## src/common/rcr_pkg.sv

```systemverilog
/*
 * Constants for the regulator control register bank: offsets, reset
 * values, field positions, reference code limits and ramp timing.
 * Assumes a 20 MHz internal logic clock.
 */
package rcr_pkg;
   // Register offsets
   localparam logic [7:0] RCR_OFS_REF  = 8'h13;
   localparam logic [7:0] RCR_OFS_CTRL = 8'h14;
   localparam logic [7:0] RCR_OFS_CFG  = 8'h15;
   // Reset values
   localparam logic [7:0] RCR_RST_REF  = 8'h44;
   localparam logic [7:0] RCR_RST_CTRL = 8'h0C;
   localparam logic [7:0] RCR_RST_CFG  = 8'h00;
   localparam logic [7:0] RCR_RD_NONE  = 8'h00;
   // Field positions
   localparam int RCR_FORCED_PULSE_WIDTH_ENABLE_BIT    = 5;
   localparam int RCR_RAMP_LSB    = 0;
   localparam int RCR_FASTEXT_BIT = 0;
   // Reference code limits and voltage mapping
   localparam logic [7:0]  RCR_CODE_MIN = 8'h3D;
   localparam logic [7:0]  RCR_CODE_MAX = 8'hCC;
   localparam int          RCR_STEP_UV  = 4900;
   localparam logic [19:0] RCR_BASE_UV  = 20'h48FF8;   // 299000 uV
   localparam logic [19:0] RCR_TOP_UV   = 20'hF4240;   // 1000000 uV
   // Clock and ramp timing; rate is NUM/DEN mV/us, step time in ns = uV * DEN / NUM
   localparam int RCR_CLK_NS = 50;
   localparam int RCR_R00_LO_NUM = 7;
   localparam int RCR_R00_LO_DEN = 6;
   localparam int RCR_R00_HI_NUM = 4;
   localparam int RCR_R00_HI_DEN = 3;
   localparam int RCR_R01_NUM    = 2;
   localparam int RCR_R01_DEN    = 3;
   localparam int RCR_R10_NUM    = 1;
   localparam int RCR_R10_DEN    = 3;
   localparam int RCR_R11_LO_NUM = 1;
   localparam int RCR_R11_LO_DEN = 6;
   localparam int RCR_R11_HI_NUM = 17;
   localparam int RCR_R11_HI_DEN = 75;

   // Cycles per reference step, rounded up so the rate is never exceeded
   function automatic int rcr_step_cycles(input int num, input int den);
      int ns_x;
      ns_x = RCR_STEP_UV * den;
      return (ns_x + num * RCR_CLK_NS - 1) / (num * RCR_CLK_NS);
   endfunction

   localparam int RCR_CYC_00_LO = rcr_step_cycles(RCR_R00_LO_NUM, RCR_R00_LO_DEN);
   localparam int RCR_CYC_00_HI = rcr_step_cycles(RCR_R00_HI_NUM, RCR_R00_HI_DEN);
   localparam int RCR_CYC_01    = rcr_step_cycles(RCR_R01_NUM, RCR_R01_DEN);
   localparam int RCR_CYC_10    = rcr_step_cycles(RCR_R10_NUM, RCR_R10_DEN);
   localparam int RCR_CYC_11_LO = rcr_step_cycles(RCR_R11_LO_NUM, RCR_R11_LO_DEN);
   localparam int RCR_CYC_11_HI = rcr_step_cycles(RCR_R11_HI_NUM, RCR_R11_HI_DEN);
   localparam int RCR_CNT_W     = 10;

   typedef enum logic [1:0] {
      RCR_RAMP_FAST,
      RCR_RAMP_MID,
      RCR_RAMP_SLOW,
      RCR_RAMP_SLOWEST
   } rcr_ramp_t;

   // Clamp a written code into the linear range
   function automatic logic [7:0] rcr_clamp(input logic [7:0] code);
      if (code < RCR_CODE_MIN) begin
         return RCR_CODE_MIN;
      end else if (code > RCR_CODE_MAX) begin
         return RCR_CODE_MAX;
      end
      return code;
   endfunction
endpackage

```

## src/core/rcr_ramp.sv

```systemverilog
/*
 * Reference stepper: moves the present reference code one step at a
 * time toward the clamped target, one step per selected step period.
 * Assumes the target is already clamped and the clear is synchronous.
 */
`timescale 1ns/1ps
module rcr_ramp
   import rcr_pkg::*;
(
   // Clock and clears
   input  wire logic                  clk_i,
   input  wire logic                  clear_i,
   // Target and step period
   input  wire logic [7:0]            target_i,
   input  wire logic [RCR_CNT_W-1:0]  period_i,
   // Present reference
   output logic      [7:0]            level_o,
   output logic                       busy_o
);
   logic [RCR_CNT_W-1:0] count;
   wire                  at_target = (level_o == target_i);
   wire                  step_due  = (count >= period_i - 1'b1);
   wire                  going_up  = (target_i > level_o);

   // Step timer restarts whenever the reference is settled
   always_ff @(posedge clk_i) begin
      if (clear_i || at_target || step_due) begin
         count <= '0;
      end else begin
         count <= count + 1'b1;
      end
   end

   // One code per period, never a jump to the target
   always_ff @(posedge clk_i) begin
      if (clear_i) begin
         level_o <= rcr_clamp(RCR_RST_REF);
         busy_o  <= 1'b0;
      end else begin
         busy_o <= !at_target;
         if (!at_target && step_due) begin
            level_o <= going_up ? level_o + 8'h01 : level_o - 8'h01;
         end
      end
   end
endmodule

```

## src/core/rcr_regs.sv

```systemverilog
/*
 * Regulator control register bank: reference code, mode and ramp
 * control, serial interface configuration, plus the ramped reference.
 * Assumes the serial interface decoder gives single-cycle write and
 * read strobes with a byte address, and that the frequency select
 * comes from the neighbouring control register.
 */
`timescale 1ns/1ps
module rcr_regs
   import rcr_pkg::*;
(
   // Clock and reset
   input  wire logic        clk_i,
   input  wire logic        rst_i,
   // Register clear conditions
   input  wire logic        io_supply_valid_i,
   input  wire logic        input_lockout_i,
   input  wire logic        enable_i,
   // Register access port from the serial interface
   input  wire logic        wr_en_i,
   input  wire logic        rd_en_i,
   input  wire logic [7:0]  addr_i,
   input  wire logic [7:0]  wdata_i,
   output logic      [7:0]  rdata_o,
   // Neighbouring switching frequency select
   input  wire logic [1:0]  switching_frequency_select_i,
   // Control outputs
   output logic             forced_pulse_width_enable_o,
   output logic             fast_mode_extension_enable_o,
   output logic [7:0]       reference_code_o,
   output logic [19:0]      reference_uv_o,
   output logic             dynamic_voltage_scaling_o
);
   logic [7:0]           output_reference_code;
   logic [7:0]           mode_and_ramp_control;
   logic [7:0]           serial_interface_config;
   logic [7:0]           next_rdata;
   logic [RCR_CNT_W-1:0] step_period;
   logic [7:0]           ramp_level;
   logic                 ramp_busy;

   // Any loss of supply, lockout or low enable clears everything
   wire clear_all = rst_i || !io_supply_valid_i || input_lockout_i || !enable_i;

   // Address decode
   wire hit_ref  = (addr_i == RCR_OFS_REF);
   wire hit_ctrl = (addr_i == RCR_OFS_CTRL);
   wire hit_cfg  = (addr_i == RCR_OFS_CFG);

   // Frequency 10/11 selects the faster table column
   wire        switching_frequency_select_high = switching_frequency_select_i[1];
   rcr_ramp_t  ramp_sel;
   assign ramp_sel = rcr_ramp_t'(mode_and_ramp_control[RCR_RAMP_LSB +: 2]);

   // Step period per ramp select and frequency
   always_comb begin
      unique case (ramp_sel)
         RCR_RAMP_FAST:
            step_period = switching_frequency_select_high ? RCR_CNT_W'(RCR_CYC_00_HI) : RCR_CNT_W'(RCR_CYC_00_LO);
         RCR_RAMP_MID:
            step_period = RCR_CNT_W'(RCR_CYC_01);
         RCR_RAMP_SLOW:
            step_period = RCR_CNT_W'(RCR_CYC_10);
         RCR_RAMP_SLOWEST:
            step_period = switching_frequency_select_high ? RCR_CNT_W'(RCR_CYC_11_HI) : RCR_CNT_W'(RCR_CYC_11_LO);
      endcase
   end

   // Read mux; unmapped offsets read as zero
   always_comb begin
      if (hit_ref) begin
         next_rdata = output_reference_code;
      end else if (hit_ctrl) begin
         next_rdata = mode_and_ramp_control;
      end else if (hit_cfg) begin
         next_rdata = serial_interface_config;
      end else begin
         next_rdata = RCR_RD_NONE;
      end
   end

   // Register writes
   always_ff @(posedge clk_i) begin
      if (clear_all) begin
         output_reference_code   <= RCR_RST_REF;
         mode_and_ramp_control   <= RCR_RST_CTRL;
         serial_interface_config <= RCR_RST_CFG;
      end else if (wr_en_i) begin
         if (hit_ref) begin
            output_reference_code <= wdata_i;
         end
         if (hit_ctrl) begin
            mode_and_ramp_control <= wdata_i;
         end
         if (hit_cfg) begin
            serial_interface_config <= wdata_i;
         end
      end
   end

   // Read data held until the next read or a clear
   always_ff @(posedge clk_i) begin
      if (clear_all) begin
         rdata_o <= RCR_RD_NONE;
      end else if (rd_en_i) begin
         rdata_o <= next_rdata;
      end
   end

   // Mode bits registered straight to the pins; one cycle behind the store
   always_ff @(posedge clk_i) begin
      if (clear_all) begin
         forced_pulse_width_enable_o  <= 1'b0;
         fast_mode_extension_enable_o <= 1'b0;
      end else begin
         forced_pulse_width_enable_o  <= mode_and_ramp_control[RCR_FORCED_PULSE_WIDTH_ENABLE_BIT];
         fast_mode_extension_enable_o <= serial_interface_config[RCR_FASTEXT_BIT];
      end
   end

   // Ramp toward the clamped target
   rcr_ramp u_ramp (
      .clk_i    (clk_i),
      .clear_i  (clear_all),
      .target_i (rcr_clamp(output_reference_code)),
      .period_i (step_period),
      .level_o  (ramp_level),
      .busy_o   (ramp_busy)
   );

   // Code to microvolts on the linear segment; top code reports a full 1.000 V
   // rather than the 999.7 mV that the straight line would give
   function automatic logic [19:0] rcr_code_uv(input logic [7:0] code);
      logic [7:0] rel;
      rel = code - RCR_CODE_MIN;
      if (code == RCR_CODE_MAX) begin
         return RCR_TOP_UV;
      end
      return RCR_BASE_UV + 20'(RCR_STEP_UV * int'(rel));
   endfunction

   // Volts always agree with the code shown, during a clear as well
   wire [19:0] level_uv = rcr_code_uv(ramp_level);
   always_ff @(posedge clk_i) begin
      if (clear_all) begin
         reference_code_o          <= rcr_clamp(RCR_RST_REF);
         reference_uv_o            <= rcr_code_uv(rcr_clamp(RCR_RST_REF));
         dynamic_voltage_scaling_o <= 1'b0;
      end else begin
         reference_code_o          <= ramp_level;
         reference_uv_o            <= level_uv;
         dynamic_voltage_scaling_o <= ramp_busy;
      end
   end
endmodule

```

## config.mk

```make
export PLATFORM = sky130hd
export DESIGN_NAME = rcr_regs
export DESIGN_NICKNAME = d
export VERILOG_FILES = /design/src/common/rcr_pkg.sv /design/src/core/rcr_ramp.sv /design/src/core/rcr_regs.sv
export SDC_FILE = /design/constraint.sdc
export NUM_CORES = 1
export LEC_CHECK = 0
export ABC_AREA = 1
export BUFFER_PORTS_ARGS = -buffer_cell sky130_fd_sc_hd__buf_2
export CAP_MARGIN = 30
export CORE_MARGIN = 3
export CORE_UTILIZATION = 30
export DETAILED_ROUTE_END_ITERATION = 16
export PLACE_DENSITY = 0.54
export SLEW_MARGIN = 20
export SYNTH_ARGS = -nofsm -noshare
export SYNTH_HDL_FRONTEND = slang
export SYNTH_HIERARCHICAL = 1
export SYNTH_SLANG_ARGS = --single-unit
```

## constraint.sdc

```tcl
create_clock -name clk_i -period 4 [get_ports clk_i]
set_clock_uncertainty 0.1 [all_clocks]
set_input_delay 0.2 -clock clk_i [delete_from_list [all_inputs] [get_ports clk_i]]
set_output_delay 0.2 -clock clk_i [all_outputs]
set_load 0.03 [all_outputs]
```

== After elaboration in Yosys (flattened, before gate mapping) ==
Index checks and enable logic that the tools add are counted.

* Bits in registers: 82
* Latch bits: 0
* Memory bits (writable): 0
* ROM bits: 0
* Input bits: 25
* Output and inout port bits: 39
* Word-level logic and storage cells: 59
* Memories kept: 0

* Add/sub/neg operators: 6
* $mul: 1
* Divide/modulo/power cells: 0
* Order comparisons: 4
* Equality and inequality tests: 8
* Shift operators: 0
* Mux-type cells: 15
* Bitwise logic cells: 0
* Reduce and logical (&&, ||, !) cells: 13

{| class="wikitable"
|+ Operator list
! kind !! count
|-
| 8-bit two-way mux || 7
|-
| 20-bit two-way mux || 2
|-
| 10-bit case mux with 4 select lines || 1
|-
| 8-bit by 5-bit == test with 1-bit output (second input constant) || 3
|-
| 19-bit by 20-bit adder with 20-bit output (first input constant) || 1
|-
| 11-bit by 8-bit multiplier with 18-bit output (first input constant) || 1
|-
| 10-bit by 1-bit adder with 10-bit output (second input constant) || 1
|-
| 10-bit >= comparator || 1
|-
| 10-bit two-way mux || 1
|-
| 10-bit by 1-bit subtractor with 10-bit output (second input constant) || 1
|-
| 8-bit by 1-bit adder with 8-bit output (second input constant) || 1
|-
| 8-bit == test || 1
|-
| 8-bit == test (second input constant) || 1
|-
| 8-bit > comparator || 1
|-
| 8-bit > comparator (second input constant) || 1
|-
| 8-bit by 6-bit less-than comparator with 1-bit output (second input constant) || 1
|-
| 8-bit by 1-bit subtractor with 8-bit output (second input constant) || 1
|-
| 8-bit by 6-bit subtractor with 8-bit output (second input constant) || 1
|-
| 2-bit AND reduction || 3
|-
| 1-bit logical OR || 5
|-
| 5-bit two-way mux || 1
|-
| 2-bit == test (second input constant) || 2
|-
| 1-bit logical NOT || 3
|-
| 1-bit two-way mux || 3
|-
| other kinds (3) || 3
|}

== Longest topological paths before layout ==
* Depth after elaboration: 7
* Gate-level depth with buffers: 27
* Depth with buffers taken out: 27

== Modules after synthesis ==
The synthesis kept the hierarchy.

{| class="wikitable"
|+ By module, submodules not included
! module !! times used !! cells an instance !! area each (um2) !! sequential area each (um2)
|-
| rcr_regs || 1 || 592 || 4161.5 || 1221.2
|-
| rcr_ramp || 1 || 234 || 1629.1 || 380.4
|}

== Worst setup path before layout ==
Ideal clock, no wire load.

* Path type: reg-to-reg
* Start point: register u_ramp.level_o[0]
* End point: register reference_uv_o[19]
* Library setup time: 0.116 ns
* Arrival time: 4.097 ns
* Data required time: 3.784 ns
* Slack: -0.313 ns
* Stages on the path, launching flop included: 26
* Path buffers: 0
* Period minus slack after synthesis: 4.313 ns
* Cell sequence: dfxtp_1 > inv_1 > ha_1 > nor2_1 > nand3_1 > xor2_1 > inv_1 > ha_1 > inv_1 > fa_1 > inv_1 > ha_1 > ha_1 > ha_1 > nand2_1 > inv_1 > a21oi_1 > nand3_1 > nand2_1 > nand2_1 > nand2_1 > nand2_1 > nand3_1 > nand2_1 > nor2_1 > nor2_1

* Cells in the longest elaborated chain, start to end: 4
* Elaborated cells on any way between the ends: 6
* Those cells by class: add/sub: 2; mul: 1; eq/ne: 1; mux: 2

{| class="wikitable"
|+ Ends and longest elaborated chain
! what !! line !! text
|-
| from (decl) || rcr_ramp.sv:17 || <nowiki>output logic [7:0] level_o,</nowiki>
|-
| from (signal assigned) || rcr_ramp.sv:37 || <nowiki>level_o <= rcr_clamp(RCR_RST_REF);</nowiki>
|-
| from (signal assigned) || rcr_ramp.sv:42 || <nowiki>level_o <= going_up ? level_o + 8'h01 : level_o - 8'h01;</nowiki>
|-
| 8-bit by 6-bit subtractor with 8-bit output || rcr_regs.sv:135 || <nowiki>rel = code - RCR_CODE_MIN;</nowiki>
|-
| 11-bit by 8-bit multiplier with 18-bit output || rcr_regs.sv:139 || <nowiki>return RCR_BASE_UV + 20'(RCR_STEP_UV * int'(rel));</nowiki>
|-
| 19-bit by 20-bit adder with 20-bit output || rcr_regs.sv:139 ||
|-
| 20-bit two-way mux * || rcr_regs.sv:139 ||
|-
| to (signal assigned) || rcr_regs.sv:147 || <nowiki>reference_uv_o <= rcr_code_uv(rcr_clamp(RCR_RST_REF));</nowiki>
|-
| to (signal assigned) || rcr_regs.sv:151 || <nowiki>reference_uv_o <= level_uv;</nowiki>
|-
| to (decl) || rcr_regs.sv:31 || <nowiki>output logic [19:0] reference_uv_o,</nowiki>
|}

Every way passes the cells marked *; elsewhere a longest branch is shown, timed or not.
A chain may end at the register's enable or synchronous reset.

== Final worst setup path ==
* Start point: register u_ramp.level_o[1]
* End point: register reference_uv_o[17]

The elaborated chain is that of the path after synthesis.

==> impl_results.md <==
- Initial antenna violation count: 0
- Min Clock Period, post-route: between 3000 and 4000 ps
- Number of pins exceeding their max-slew limit in the final report: 0
- Layout Utilization: 0.416
- Count of buffers from port buffering: 60
- CTS tree: built
- Worst hold slack: 15.6 ps
- Placeable core region: 18800 um2
- Pwr Density: 207 nW/um2
- Antenna violation net count after detailed routing: 0
- # DRC: 0
- Number of DRC markers in iteration 0: 180
- Cell area after synthesis: 5790 um2
- Unrepaired setup endpoints after global routing: true
- R2R Setup Slk: 130 ps
- Kind of start point of the critical path: register
- Width of the chip: 145 um
- Number of register bits inferred by synthesis: 80
- Final standard cell count with taps included and fillers excluded: approximately 1200
- Cell seen most often among critical-path stages: nand2_2
- Worst Path Arrival: 4000 ps
- Required time reported for the critical path endpoint: 4130 ps
- Via count: 5358
- Maximum number of pins on one net before global-route repair: between 40 and 50
- Clock slew at the register clock pins of the worst setup and hold paths: roughly 60 ps
- Status: completed
- Number of setup violations in the final report: 0
- Setup TNS: 0 ps
- Max clock buf depth: 2
- Warnings from Yosys: 6
- Floorplan die area: 21000 um2
- Distinct cell type count of the synthesized netlist: 46
- Vias/cell: between 4 and 5
- Signed area change from the synthesized netlist to the final layout: 35.2%
- I/O Pins: 64
- Leading cell types in the layout, fill and taps excluded: nand2_1, inv_1, dfxtp_1
- Share of the yosys chip area belonging to registers: 0.277
- Max-cap violation count: 0
- Quantity of hold-fixing buffers added after cts: 0
- Master cell of the clock root buffer: clkbuf_16
- Worst-path cell chain: inv_2 > ha_4 > nor2_4 > nand3_2 > xor2_2 > inv_2 > buf_6 > ha_4 > inv_1 > fa_2 > fa_1 > inv_1 > ha_4 > nand2_2 > nor2_4 > nand2_2 > nand3b_1 > nand2_2 > nor2_4 > nand2_2 > nand2_2 > nand2_1 > nand2_1 > o21ai_1
- HPWL reported at the end of detailed placement: 10.9 mm
- Critical-path maximum fanout: 5
- Worst-margin pin slew: roughly 730 ps
- Overflow after GRT: 0
- Average wire per cell in the routed design: 11.8 um
- All-layer global routing usage: 0.136
- CTS HTree Levels: 3
- Standby leakage power: around 0.0035 uW
- Via count of the first global-routing pass: 5093
- Clock Latency Late Sink: 340 ps
- Initial cell density of the core: 0.308
- Worst hold path class: input port to register
- Final wirelength: 14.4 mm
- Most common cell after layout, fill and taps aside: nand2_1
- Max rail drop VDD: between 0.15 and 0.2 mV
- Slowest cell on crit path: fa_1
- Final estimated routing congestion in global placement: about 0.8
- Portion of the clock cycle consumed by the worst path in the final layout: 0.968
- Final Hold Vio Count: 0
- Area after detailed placement: between 6000 and 7000 um2
- Wire length of the first global-routing pass: 24.2 mm
- Final-stage net count: 1060
- CTS buffer count: 9
- FP Rows: 50
- Gate Count Post-Synth: ~830
- Endpoint class of the critical path: register
- Worst relative slew slack: 0.513
- Number of optimization iterations in the first detailed-route pass: 4
- Average cell area after synthesis: 7.01 um2
- Die height: 145 um
- Fillers: 1961
- Antenna diode count: 0
- Clock sink count: 80
- Final design instance area without fill: between 7000 and 8000 um2
- Longest individual stage delay on the worst path: 510 ps
- Placed instance count: 1188
- Upper clock frequency limit: 258 MHz
- CP Class: register to register
- Proportion of layout cells with a drive suffix above 1: 0.317
through the flow:
step | setup WS, ps | total power [uW]
after CTS | 0.0226 | 1650
after global routing | -82.6 | 1680
final | 130 | 1620
after floorplan | 0.612 | 849
after global placement | -228 | 872
after detailed placement | -218 | 873
cell families (layout without fill, tap and decap cells):
logic type,Yosys count,in the layout,share of synthesized area
xor gates and xnor gates,19,19,0.0287
adders and majority gates,84,84,0.196
DFF,80,80,0.277
buffers and inverters,173,302,0.116
AOI/OAI and AO/OA,136,136,0.128
other,1,2,0.000648
and+or+nand+nor,333,333,0.254
what timing repair did:
item	CTS	global route
buffers inserted	1	11
pin swaps	16	72
endpoints found under the setup margin	8	8
gates resized for setup	35	119
sequential cells by signal (all words and copies together) (netlist names):
signal,cells
reference_uv_o,18
u_ramp/count,10
mode_and_ramp_control,8
output_reference_code,8
rdata_o,8
reference_code_o,8
serial_interface_config,8
u_ramp/level_o,8
dynamic_voltage_scaling_o,1
fast_mode_extension_enable_o,1
forced_pulse_width_enable_o,1
u_ramp/busy_o,1
final timing paths:
path,start,end,cells past startpoint
max,u_ramp/level_o[1],reference_uv_o[17],24
min,wdata_i[2],output_reference_code[2],3
max reg2reg,u_ramp/level_o[1],reference_uv_o[17],24
min reg2reg,u_ramp/busy_o,dynamic_voltage_scaling_o,2
where the power goes:
part | switching [uW] | leakage (uW) | internal [uW] | total (uW)
Combinational | 37.4 | 0.00273 | 20.0 | 57.4
Sequential | 0.421 | 0.000646 | 797 | 797
Clock | 342 | 0.000129 | 423 | 765
Total | 380 | 0.00351 | 1240 | 1620
synthesized netlist by cell type (all sizes together):
master    n  area share
nor4      1      0.0037
o221ai    1      0.0015
nand2   183        0.12
conb      1     0.00065
a31oi     9      0.0097
nand3    45       0.041
nor3      7      0.0089
xnor2     9       0.014
o22ai     8      0.0086
o211ai    1      0.0013
inv     158        0.10
fa       11       0.038
nor2     76       0.053
nor3b     1      0.0022
nand4     6      0.0065
a21o      3      0.0039
a21oi    54       0.049
xor2     10       0.015
o21a      1      0.0013
dfxtp    80        0.28
nand3b    6      0.0084
buf       6      0.0080
and3      1      0.0011
or2       7      0.0076
o31ai     3      0.0039
o21bai    1      0.0013
clkbuf    9      0.0058
ha       73        0.16
o21ai    55       0.048
critical path: cells and delay by family, from the launching register on:
kind	cells	cell delay, ps
AOI/OAI and AO/OA	1	70
adders and majority gates	5	1480
and+or+nand+nor	12	1140
DFF	1	350
buffers and inverters	5	450
xor gates and xnor gates	1	160
per-layer routing:
layer,vias to the layer above,global-route usage,wire length (um)
met5,-,0,0
met3,12,0.0228,345
met2,51,0.229,6940
met1,2412,0.181,6920
met4,0,0.0409,191
li1,2883,-,-
cell type report:
cell class	instances	area, um2	area share
Timing Repair Buffer	128	826	0.105
Tap cell	260	325	0.0415
Clock buffer	10	229	0.0292
Multi-Input combinational cell	574	4210	0.537
Sequential cell	80	1610	0.205
Inverter	158	596	0.0761
Clock inverter	6	42.5	0.00543
(Power assumes the default switching activity.)
